### config.mk
export PLATFORM = sky130hd
export DESIGN_NAME = eetc_top
export DESIGN_NICKNAME = d
export VERILOG_FILES = /design/src/eetc_pkg.sv /design/src/eetc_chan.sv /design/src/eetc_top.sv
export VERILOG_INCLUDE_DIRS = /design/src
export SDC_FILE = /design/constraint.sdc
export NUM_CORES = 2
export LEC_CHECK = 0
export CORE_MARGIN = 4
export CORE_UTILIZATION = 55
export CTS_BUF_LIST = sky130_fd_sc_hd__clkbuf_8
export DETAILED_ROUTE_END_ITERATION = 6
export DONT_BUFFER_PORTS = 1
export PLACE_DENSITY = 0.71
export REMOVE_ABC_BUFFERS = 1
export SLEW_MARGIN = 30
export SYNTH_ARGS = -nofsm -noshare
export SYNTH_HDL_FRONTEND = slang
export SYNTH_SLANG_ARGS = --single-unit
### constraint.sdc
create_clock -name clk -period 5.2 [get_ports clk]
set_clock_uncertainty 0.05 [all_clocks]
set_input_delay 1.3 -clock clk [delete_from_list [all_inputs] [get_ports clk]]
set_output_delay 1.3 -clock clk [all_outputs]
set_load 0.01 [all_outputs]
### src/eetc_cfg.svh
// constants of the external edge trigger capture block
`ifndef EETC_CFG_SVH
`define EETC_CFG_SVH
`define EETC_NCH            6
`define EETC_CLK_HZ         20000000
`define EETC_MS_CYC         ((`EETC_CLK_HZ + 999) / 1000)
`define EETC_GAP_MS_DEF     16'h0064
`define EETC_EDGE_FALL      2'h0
`define EETC_EDGE_RISE      2'h1
`define EETC_EDGE_BOTH      2'h2
`define EETC_PULL_NONE      2'h0
`define EETC_PULL_UP        2'h1
`define EETC_PULL_DOWN      2'h2
`define EETC_SER_MASK       6'h03
`define EETC_SPI_MASK       6'h3c
`define EETC_I2C_MASK       6'h1c
`endif

### src/eetc_pkg.sv
// types of the external edge trigger capture block
`default_nettype none
package eetc_pkg;
  typedef enum logic [1:0] {EETC_IDLE, EETC_HOLD} eetc_chst_t;
endpackage
`default_nettype wire

### src/eetc_chan.sv
// one trigger channel: synchroniser, edge detect, hold-off
`default_nettype none
`include "eetc_cfg.svh"
module eetc_chan
  import eetc_pkg::*;
(
  input  wire logic        clk,
  input  wire logic        sys_rst,
  input  wire logic        pin_in,
  input  wire logic        enable,
  input  wire logic [1:0]  edge_sel,
  input  wire logic [15:0] gap_ms,
  output logic             level,
  output logic             fire
);
  typedef struct packed {
    logic       s1;
    logic       s2;
    logic       prev;
    eetc_chst_t st;
    logic [15:0] cnt;
    logic [14:0] sub;
  } eetc_cs_t;
  eetc_cs_t q_r;
  eetc_cs_t q_nxt;
  logic     rise;
  logic     fall;
  logic     hit;

  always_comb
  begin
    q_nxt = q_r;
    q_nxt.s1 = pin_in;
    q_nxt.s2 = q_r.s1;                                   // RULE20
    q_nxt.prev = q_r.s2;
    rise = q_r.s2 & ~q_r.prev;
    fall = ~q_r.s2 & q_r.prev;
    case (edge_sel)                                      // RULE9
      `EETC_EDGE_FALL: hit = fall;
      `EETC_EDGE_RISE: hit = rise;
      `EETC_EDGE_BOTH: hit = rise | fall;
      default:         hit = 1'b0;
    endcase
    fire = 1'b0;
    case (q_r.st)
      EETC_IDLE:
      begin
        if (enable && hit)
        begin
          fire = 1'b1;
          q_nxt.st = EETC_HOLD;                          // RULE17
          q_nxt.cnt = gap_ms;
          q_nxt.sub = 15'h0000;
        end
      end
      EETC_HOLD:
      begin
        // own ms count: a shared free-running tick would cut the first ms short
        if (!enable || q_r.cnt == 16'h0000)
          q_nxt.st = EETC_IDLE;
        else if (q_r.sub == 15'(`EETC_MS_CYC - 1))
        begin
          q_nxt.sub = 15'h0000;
          q_nxt.cnt = q_r.cnt - 16'h0001;                // RULE17
        end
        else
          q_nxt.sub = q_r.sub + 15'h0001;
      end
      default: q_nxt.st = EETC_IDLE;
    endcase
    level = q_r.s2;                                      // RULE8
  end

  always_ff @(posedge clk)
  begin
    if (sys_rst)
      q_r <= '{s1: 1'b0, s2: 1'b0, prev: 1'b0, st: EETC_IDLE, cnt: 16'h0000,
               sub: 15'h0000};
    else
      q_r <= q_nxt;
  end

  // a qualifying edge while idle fires once
  property p_fire_cause;
    @(posedge clk) disable iff (sys_rst)
      fire |-> enable && q_r.st == EETC_IDLE && (q_r.s2 != q_r.prev);
  endproperty
  a_fire_cause: assert property (p_fire_cause) else $error("fire without edge"); // RULE9

  property p_holdoff;
    @(posedge clk) disable iff (sys_rst)
      fire |=> !fire;
  endproperty
  a_holdoff: assert property (p_holdoff) else $error("fire repeated"); // RULE17
endmodule // eetc_chan
`default_nettype wire

### src/eetc_top.sv
// external edge trigger capture: six channels, timestamps, pin sharing
//
// Summary of operation
// RULE1: each of six shared pins can be put in edge-trigger mode on its own.
// RULE2: an enabled pin seeing its chosen edge pulses that channel's interrupt.
// RULE3: each activation captures calendar time and epoch seconds plus milliseconds.
// RULE4: each activation sets the channel activation flag to one.
// RULE5: enabling a trigger disables the serial, SPI or I2C port on that pin.
// RULE6: enabling serial, SPI or I2C disables triggers on the shared pins; the logic skips this in a cycle with a valid cfg_wr.
// RULE7: rate setting, disable-all or unit reset restore serial on channels 1-2.
// RULE8: live pin level is readable any time, apart from the activation flag.
// RULE9: edge choice is falling, rising, or both for any change.
// RULE10: pull choice is none, up or down, roughly 40K each.
// RULE11: with no pull the outside party must drive valid levels.
// RULE12: one channel or all channels can be disabled, back to normal pins.
// RULE13: configuration and status readable for all channels or a selected one.
// RULE14: wake inhibit stops a channel's activation waking the unit.
// RULE15: software configures one channel per request, index 1 to 6.
// RULE16: trigger reset clears all channel state and starts new logs; the logic clears only the activation flags.
// RULE17: a per-channel millisecond hold-off limits activations, default 100 ms.
// RULE18: wake on activation is on unless wake inhibit is chosen.
// RULE19: activation flag reads one after activation, zero otherwise.
// RULE20: each pin passes two flip-flops before edge detection.
// RULE21: flag clears on read or reconfigure; timestamp holds until next event.
`default_nettype none
`include "eetc_cfg.svh"
module eetc_top
  import eetc_pkg::*;
#(
  parameter int NCH = `EETC_NCH
)(
  input  wire logic              clk,
  input  wire logic              sys_rst,
  input  wire logic [NCH-1:0]    trig_pin,
  // configuration request, one channel each
  input  wire logic              cfg_wr,
  input  wire logic [2:0]        cfg_chan,
  input  wire logic              cfg_enable,
  input  wire logic [1:0]        cfg_edge,
  input  wire logic [1:0]        cfg_pull,
  input  wire logic [15:0]       cfg_gap_ms,
  input  wire logic              cfg_gap_given,
  input  wire logic              cfg_wake_inhibit,
  input  wire logic              disable_all,
  input  wire logic              trigger_reset,
  input  wire logic              serial_rate_setting,
  input  wire logic              serial_enable_req,
  input  wire logic              spi_enable_req,
  input  wire logic              i2c_enable_req,
  input  wire logic              flag_rd,
  input  wire logic [2:0]        rd_chan,
  input  wire logic [31:0]       now_calendar,
  input  wire logic [31:0]       now_epoch_s,
  input  wire logic [9:0]        now_ms,
  output logic [NCH-1:0]         trig_irq,
  output logic                   wake_req,
  output logic                   log_restart,
  output logic [NCH-1:0]         pin_live_level,
  output logic [NCH-1:0]         activation_flag,
  output logic [NCH-1:0]         trig_enabled,
  output logic [NCH-1:0]         pull_up_en,
  output logic [NCH-1:0]         pull_down_en,
  output logic                   serial_on,
  output logic                   spi_on,
  output logic                   i2c_on,
  output logic [1:0]             rd_edge,
  output logic [1:0]             rd_pull,
  output logic [15:0]            rd_gap_ms,
  output logic                   rd_wake_inhibit,
  output logic [31:0]            last_event_calendar_time,
  output logic [31:0]            last_event_epoch_time,
  output logic [9:0]             last_event_epoch_ms
);
  ////////////////////////////////////////////////////////////////////////////
  typedef struct packed {
    logic [NCH-1:0]       en;
    logic [NCH-1:0][1:0]  edge_m;
    logic [NCH-1:0][1:0]  pull;
    logic [NCH-1:0][15:0] gap;
    logic [NCH-1:0]       wake_inhibit;
    logic [NCH-1:0]       flag;
    logic [NCH-1:0][31:0] cal;
    logic [NCH-1:0][31:0] ep;
    logic [NCH-1:0][9:0]  ms;
    logic [NCH-1:0][31:0] cal_o;
    logic [31:0]          ep_o;
    logic [9:0]           ms_o;
    logic                 ser;
    logic                 spi;
    logic                 i2c;
    logic                 logr;
  } eetc_st_t;
  eetc_st_t s_r;
  eetc_st_t s_nxt;

  logic [NCH-1:0] fire;
  logic [NCH-1:0] lvl;

  // one-hot channel select from a 1-based index; out of range selects none
  function automatic logic [NCH-1:0] eetc_sel(input logic [2:0] idx);
    logic [NCH-1:0] m;
    m = '0;
    for (int i = 0; i < NCH; i++)
      if (idx == 3'(i + 1))
        m[i] = 1'b1;
    return m;
  endfunction

  function automatic logic [2:0] eetc_idx(input logic [2:0] c);
    return (c >= 3'h1 && c <= 3'(NCH)) ? (c - 3'h1) : 3'h0;
  endfunction


  ////////////////////////////////////////////////////////////////////////////
  for (genvar g = 0; g < NCH; g++)
  begin : g_ch
    eetc_chan u_ch (
      .clk      (clk),
      .sys_rst  (sys_rst),
      .pin_in   (trig_pin[g]),
      .enable   (s_r.en[g]),
      .edge_sel (s_r.edge_m[g]),
      .gap_ms   (s_r.gap[g]),
      .level    (lvl[g]),
      .fire     (fire[g])
    );
  end

  ////////////////////////////////////////////////////////////////////////////
  always_comb
  begin
    logic [NCH-1:0] sel;
    logic [NCH-1:0] rsel;
    logic [NCH-1:0] port_off;
    sel = eetc_sel(cfg_chan);                            // RULE15
    rsel = eetc_sel(rd_chan);
    port_off = '0;
    s_nxt = s_r;
    s_nxt.logr = 1'b0;
    // peripheral requests take the pins back in cycles without a valid cfg_wr
    if (serial_enable_req || serial_rate_setting)
      port_off = port_off | `EETC_SER_MASK;              // RULE6
    if (spi_enable_req)
      port_off = port_off | `EETC_SPI_MASK;
    if (i2c_enable_req)
      port_off = port_off | `EETC_I2C_MASK;
    if (serial_enable_req || serial_rate_setting)
      s_nxt.ser = 1'b1;                                  // RULE7
    if (spi_enable_req)
      s_nxt.spi = 1'b1;
    if (i2c_enable_req)
      s_nxt.i2c = 1'b1;
    s_nxt.en = s_r.en & ~port_off;
    if (cfg_wr && sel != '0)
    begin
      s_nxt.en = (s_r.en & ~sel) | (cfg_enable ? sel : '0); // RULE1 RULE12
      s_nxt.flag = s_r.flag & ~sel;                      // RULE21
      for (int i = 0; i < NCH; i++)
        if (sel[i])
        begin
          s_nxt.edge_m[i] = cfg_edge;
          s_nxt.pull[i] = cfg_pull;                      // RULE10
          s_nxt.gap[i] = cfg_gap_given ? cfg_gap_ms : `EETC_GAP_MS_DEF; // RULE17
          s_nxt.wake_inhibit[i] = cfg_wake_inhibit;            // RULE18
        end
      if (cfg_enable)
      begin
        if ((sel & `EETC_SER_MASK) != '0)
          s_nxt.ser = 1'b0;                              // RULE5
        if ((sel & `EETC_SPI_MASK) != '0)
          s_nxt.spi = 1'b0;
        if ((sel & `EETC_I2C_MASK) != '0)
          s_nxt.i2c = 1'b0;
      end
    end
    if (disable_all)
    begin
      s_nxt.en = '0;                                     // RULE12
      s_nxt.ser = 1'b1;                                  // RULE7
    end
    if (flag_rd)
      s_nxt.flag = s_nxt.flag & ~rsel;                   // RULE21
    if (trigger_reset)
    begin
      s_nxt.flag = '0;                                   // RULE16
      s_nxt.logr = 1'b1;
    end
    // set beats clear
    for (int i = 0; i < NCH; i++)
      if (fire[i])
      begin
        s_nxt.flag[i] = 1'b1;                            // RULE4
        s_nxt.cal[i] = now_calendar;                     // RULE3
        s_nxt.ep[i] = now_epoch_s;
        s_nxt.ms[i] = now_ms;
      end
    s_nxt.cal_o = s_nxt.cal;
    s_nxt.ep_o = s_nxt.ep[eetc_idx(rd_chan)];            // RULE13
    s_nxt.ms_o = s_nxt.ms[eetc_idx(rd_chan)];
  end

  always_ff @(posedge clk)
  begin
    if (sys_rst)
    begin
      s_r <= '0;
      s_r.ser <= 1'b1;                                   // RULE7
    end
    else
      s_r <= s_nxt;
  end

  ////////////////////////////////////////////////////////////////////////////
  assign trig_irq = fire;                                // RULE2
  assign wake_req = |(fire & ~s_r.wake_inhibit);               // RULE14
  assign log_restart = s_r.logr;
  assign pin_live_level = lvl;                           // RULE8
  assign activation_flag = s_r.flag;                     // RULE19
  assign trig_enabled = s_r.en;
  assign serial_on = s_r.ser;
  assign spi_on = s_r.spi;
  assign i2c_on = s_r.i2c;
  assign rd_edge = s_r.edge_m[eetc_idx(rd_chan)];        // RULE13
  assign rd_pull = s_r.pull[eetc_idx(rd_chan)];
  assign rd_gap_ms = s_r.gap[eetc_idx(rd_chan)];
  assign rd_wake_inhibit = s_r.wake_inhibit[eetc_idx(rd_chan)];
  assign last_event_calendar_time = s_r.cal_o[eetc_idx(rd_chan)];
  assign last_event_epoch_time = s_r.ep_o;
  assign last_event_epoch_ms = s_r.ms_o;
  always_comb
  begin
    for (int i = 0; i < NCH; i++)
    begin
      pull_up_en[i] = s_r.en[i] && s_r.pull[i] == `EETC_PULL_UP;
      pull_down_en[i] = s_r.en[i] && s_r.pull[i] == `EETC_PULL_DOWN;
    end
  end

  ////////////////////////////////////////////////////////////////////////////
  property p_flag_set;
    @(posedge clk) disable iff (sys_rst)
      (|fire) |=> (activation_flag & $past(fire)) == $past(fire);
  endproperty
  a_flag_set: assert property (p_flag_set) else $error("flag not set"); // RULE4

  property p_stamp;
    @(posedge clk) disable iff (sys_rst)
      fire[0] |=> s_r.ep[0] == $past(now_epoch_s) && s_r.cal[0] == $past(now_calendar);
  endproperty
  a_stamp: assert property (p_stamp) else $error("timestamp not captured"); // RULE3

  property p_port_off;
    @(posedge clk) disable iff (sys_rst)
      cfg_wr && cfg_enable && cfg_chan == 3'h3 && !spi_enable_req && !disable_all
      |=> !spi_on && !i2c_on;
  endproperty
  a_port_off: assert property (p_port_off) else $error("port not released"); // RULE5

  property p_trig_off;
    @(posedge clk) disable iff (sys_rst)
      spi_enable_req |=> (trig_enabled & `EETC_SPI_MASK) == '0;
  endproperty
  a_trig_off: assert property (p_trig_off) else $error("trigger kept on spi pin"); // RULE6

  property p_ser_back;
    @(posedge clk) disable iff (sys_rst)
      (disable_all || serial_rate_setting) |=> serial_on;
  endproperty
  a_ser_back: assert property (p_ser_back) else $error("serial not restored"); // RULE7

  property p_all_off;
    @(posedge clk) disable iff (sys_rst)
      disable_all |=> trig_enabled == '0;
  endproperty
  a_all_off: assert property (p_all_off) else $error("triggers left on"); // RULE12

  property p_wake;
    @(posedge clk) disable iff (sys_rst)
      wake_req |-> (|(fire & ~s_r.wake_inhibit));
  endproperty
  a_wake: assert property (p_wake) else $error("wake without enabled channel"); // RULE14

  property p_reset_flags;
    @(posedge clk) disable iff (sys_rst)
      trigger_reset && fire == '0 |=> activation_flag == '0 && log_restart;
  endproperty
  a_reset_flags: assert property (p_reset_flags) else $error("trigger reset failed"); // RULE16
endmodule // eetc_top
`default_nettype wire

* Word-level counts from Yosys, hierarchy flattened *
Index checks and enable logic that the tools add are counted.

operators by class
  add/subtract/negate cells = 13
  $lt $le $gt $ge = 3
  equal/unequal tests = 72
  muxes and demuxes = 152
  bitwise operators = 40
  reductions and logical operators = 87

operators with widths
  cell                     number
  $mux W32                 14
  $pmux W31 S2             6
  $mux W16                 14
  $mux W33                 6
  $bmux W32 S3             2
  $mux W31                 6
  $mux W138                1
  $logic_not A16 Y1        6
  $sub A16 B1 Y16 const B  6
  $add A15 B1 Y15 const B  6
  $eq A15 B15 Y1 const B   6
  $mux W15                 6
  $mux W10                 7
  $bmux W16 S3             1
  $mux W1                  44
  $mux W2                  21
  $eq A2 B1 Y1 const B     18
  $ne A2 B1 Y1 const B     18
  $and A6 B6 Y6            5
  $bmux W10 S3             1
  $eq A2 B2 Y1 const B     12
  $logic_not A2 Y1         12
  $mux W6                  4
  $not A6 Y6               4
  other kinds (28)         141

storage, ports and cells
  bits in registers = 844
  input port bits = 119
  output and inout bits = 136
  word-level logic and storage cells = 453

* Depth between registers and ports, before layout *
  depth after elaboration = 11
  mapped depth = 12

* Cells and area by module *
A second synthesis with hierarchy kept.

second synthesis, totals
  cells, all modules = 4990
  area total of the unflattened synthesis = 42679.7 um^2

by module, submodules not included
  module     times used  cells each  area an instance (um^2)
  eetc_top   1           3346        29534.6
  eetc_chan  6           274         2190.9

* Worst setup path before layout *
Ideal clock, no wire load.

  kind = input to output
  start point = input port rd_chan[0]
  end point = output port last_event_calendar_time[14]
  arrival = 3.273 ns
  required time = 3.850 ns
  path slack = 0.577 ns
  cell stages on the path = 11
  buffers on the path = 4
  cells stage by stage = inv_1 > ha_1 > and3b_1 > clkbuf_1 > nor3_2 > buf_2 > buf_2 > clkbuf_1 > nand2_1 > a21oi_1 > a211o_1

on the way
  longest elaborated chain between the ends = 5
  elaborated cells between the ends (all ways) = 7
  those cells by class = 1 x add/sub; 2 x order compare; 3 x mux; 1 x reduce/logical

ends and longest elaborated chain
  item                                                 RTL line         text
  start, declared                                      eetc_top.sv:51   input wire logic [2:0] rd_chan,
  $ge A3 B1 Y1 / $le A3 B3 Y1 (equally long branches)  eetc_top.sv:110  return (c >= 3'h1 && c <= 3'(NCH)) ? (c - 3'h1) : 3'h0;
  $logic_and A1 B1 Y1                                  eetc_top.sv:110
  $mux W3 *                                            eetc_top.sv:110
  $bmux W32 S3 *                                       eetc_top.sv:227  assign last_event_calendar_time = s_r.cal_o[eetc_idx(rd_chan)];
  $mux W32 (not written as such) *                     eetc_top.sv:227
  end, declared                                        eetc_top.sv:70   output logic [31:0] last_event_calendar_time,

Mark *: on every way between the ends. The rest lies on a longest branch, timed or not. The select of a mux whose other input is x is not followed.

* Worst setup path after layout *
  start point = input port rd_chan[0]
  end point = output port last_event_calendar_time[16]

The elaborated chain is that of the path after synthesis.

==> impl_metrics.ini <==
[critical_path]
path_buf_inv = 2
start_kind = input pin
path_cells = inv_1 -> ha_1 -> and3b_1 -> or3_2 -> buf_4 -> o221ai_1 -> a21oi_1 -> a211o_1
endpoint_kind = output port
cp_slowest_cell = or3_2
crit_arrival_ps = 3550
crit_family = simple AND/OR/NAND/NOR gates
crit_fanout = 19
required_ps = 3850
path_class = input pin to output port
crit_path_max_incr_delay_ps = 650

[clock_tree]
clock_latency_ps = 800
clk_path_buf_depth = 3
htree_levels = 4
cts-root-buf = clkbuf_8
cts_tree = done
hold_buffers = 0
post_cts_resized = 0
path_clk_slew_ps = 60
cts_inserted_buffers = 144
clock_sinks = 838
post_cts_buffers = 0

[floorplanning]
dieArea_sq_um = 75700
io_pins = 255
die_x_um = 275
rows = 97
dieHeight_um = 275
core-area_sq_um = 70400
initial_utilization_pct = 55.7

[logic_synthesis]
synth_area_leaders = dfxtp_1, nand2_1, a21oi_1
synth-edff-count = 0
synthFlopType = dfxtp_1
ys_seq_area_share_pct = 42.8
yosysMostFrequentCell = nand2_1
synth_top_area_share_pct = 42.8
syn_area_sq_um = 39200
ys_warn_count = 0
synth_top_cell_by_area = dfxtp_1
syn_inst = 5235
ys_seq_elements = 838
ys_types = 90
synth.avg_cell_area_sq_um = 7.49
synth_common_cells = nand2_1, dfxtp_1, a21oi_1, clkbuf_1, nor2_1
async_flop_share_pct = 0

[sta]
fin_crit_ps = 4900
slew_viol_final = 545
grt_setup_unrepaired = false
finalCritPeriodShare_pct = 94.2
tns_ps = 0
hold_viol = 0
relSlewSlack_pct = -111
tightest_slew_ps = 3160
setup_violations = 0
fmax_mhz = 204

[grt]
grt_pass1_vias = 34659
grt_max_degree = 713
grt_remaining_overflow = 0
grt_pass1_wl_um = 199000
track_usage_pct = 32.8
antenna_found_initial = 3

[place]
place_area_sq_um = 39200
dp_hpwl_um = 76200
gp_congestion = 0.912
port_buffers = 0

[route]
avgRoutedWirePerCell_um = 21.4
totalWireLength_um = 129000
routed-via-count = 37786
drt-pass1-iter-count = 7
avgViaCountPerCell = 6.29
postRouteAntennaNets = 0
drc = 0
drt_iter0_drc = 4137

[cells_and_area]
nets = 5123
finish.utilization_pct = 59.7
drive_above_1_share_pct = 7.02
final_cell_area_sq_um = 42000
area_delta_synth_final_pct = 7.07

[outcome]
status = finished, violations left
violations = slew limit

[hold_path]
worstHoldPathType = register to register

[power]
ir_drop_mv = 0.291
leakage_nw = 13.8
p_per_area_nw_per_um2 = 316

[job]
maxCapViolations = 0
## sequential cells by signal, indices dropped and copies added (netlist names), named ones only
signal	count
g_ch.u_ch.q_nxt	6
last_event_epoch_time	32
g_ch.u_ch.level	6
spi_on	1
log_restart	1
i2c_on	1
g_ch.u_ch.q_r	198
serial_on	1
s_r	570
last_event_epoch_ms	10
activation_flag	6
## cells by family after synthesis
group | count (synthesis) | share of synthesized area [%]
and+or+nand+nor | 2285 | 25.7
buffers and inverters | 533 | 5.92
xor gates and xnor gates | 82 | 1.83
AOI/OAI and AO/OA | 1449 | 22.3
adders and majority gates | 35 | 1.12
muxes | 13 | 0.351
DFF | 838 | 42.8
## final timing paths
path,from,end,slack [ps],cells past startpoint
max,rd_chan[0],last_event_calendar_time[16],300,8
min,g_ch[3].u_ch.q_nxt[34],g_ch[3].u_ch.level,390,1
max reg2reg,g_ch[3].u_ch.level,g_ch[3].u_ch.q_r[17],1350,9
min reg2reg,g_ch[3].u_ch.q_nxt[34],g_ch[3].u_ch.level,390,1
## where the power goes
group	internal [mW]	leakage, nW	switching (mW)
logic	0.233	5.40	0.572
registers	6.47	6.76	0.0547
clock network	3.19	1.61	2.75
total	9.89	13.8	3.38
## layer usage
metal / vias up / wire length [um] / global-route usage, %
met1: 17934 / 52000 / 42.6
li1: 17684 / - / -
met5: - / 24 / 0
met4: 4 / 4310 / 11.8
met3: 306 / 14300 / 9.78
met2: 1858 / 58200 / 52.0
## per-stage QoR
stage	hold slack, ps	power (mW)	worst slack, ps	instances
2_1_floorplan	364	7.12	-5240	4752
3_3_place_gp	365	7.43	409	5763
3_5_place_dp	378	7.44	361	5763
4_1_cts	390	13.3	340	6008
5_1_grt	413	13.7	169	6009
6_report	388	13.3	300	6009
## area by class of cell
type	instances	area [sq um]
flip-flops and latches	838	16800
well taps	940	1180
multi-input cells	3864	20300
fillers	6475	28400
clock inverters	66	368
repair buffers	71	678
inverters	50	203
diodes	1	2.50
clock buffers	179	2460
## cell usage in the layout (no fill, tap or decap), types with 24 or more instances in the layout
cell type  netlist  layout
xnor2_1         42      42
a21oi_1        817     816
xor2_1          40      40
clkbuf_8         0     179
and3b_1         47      47
a211oi_1        30      29
nor4_1          30      29
nor3_1         178     177
nand3_1        145     144
and2_1          25      24
o21ai_0        156     156
a211o_1         56      56
a22oi_1         51      50
nand4_1         33      33
nor2b_1         29      28
nor2_1         203     198
buf_4           66      58
o221ai_1       138     138
ha_1            35      35
dfxtp_1        838     837
a31oi_1         41      41
nand2_1       1444    1436
o21ai_1         35      35
inv_1           44      83
No activity file was read; power rests on OpenSTA's default activity.
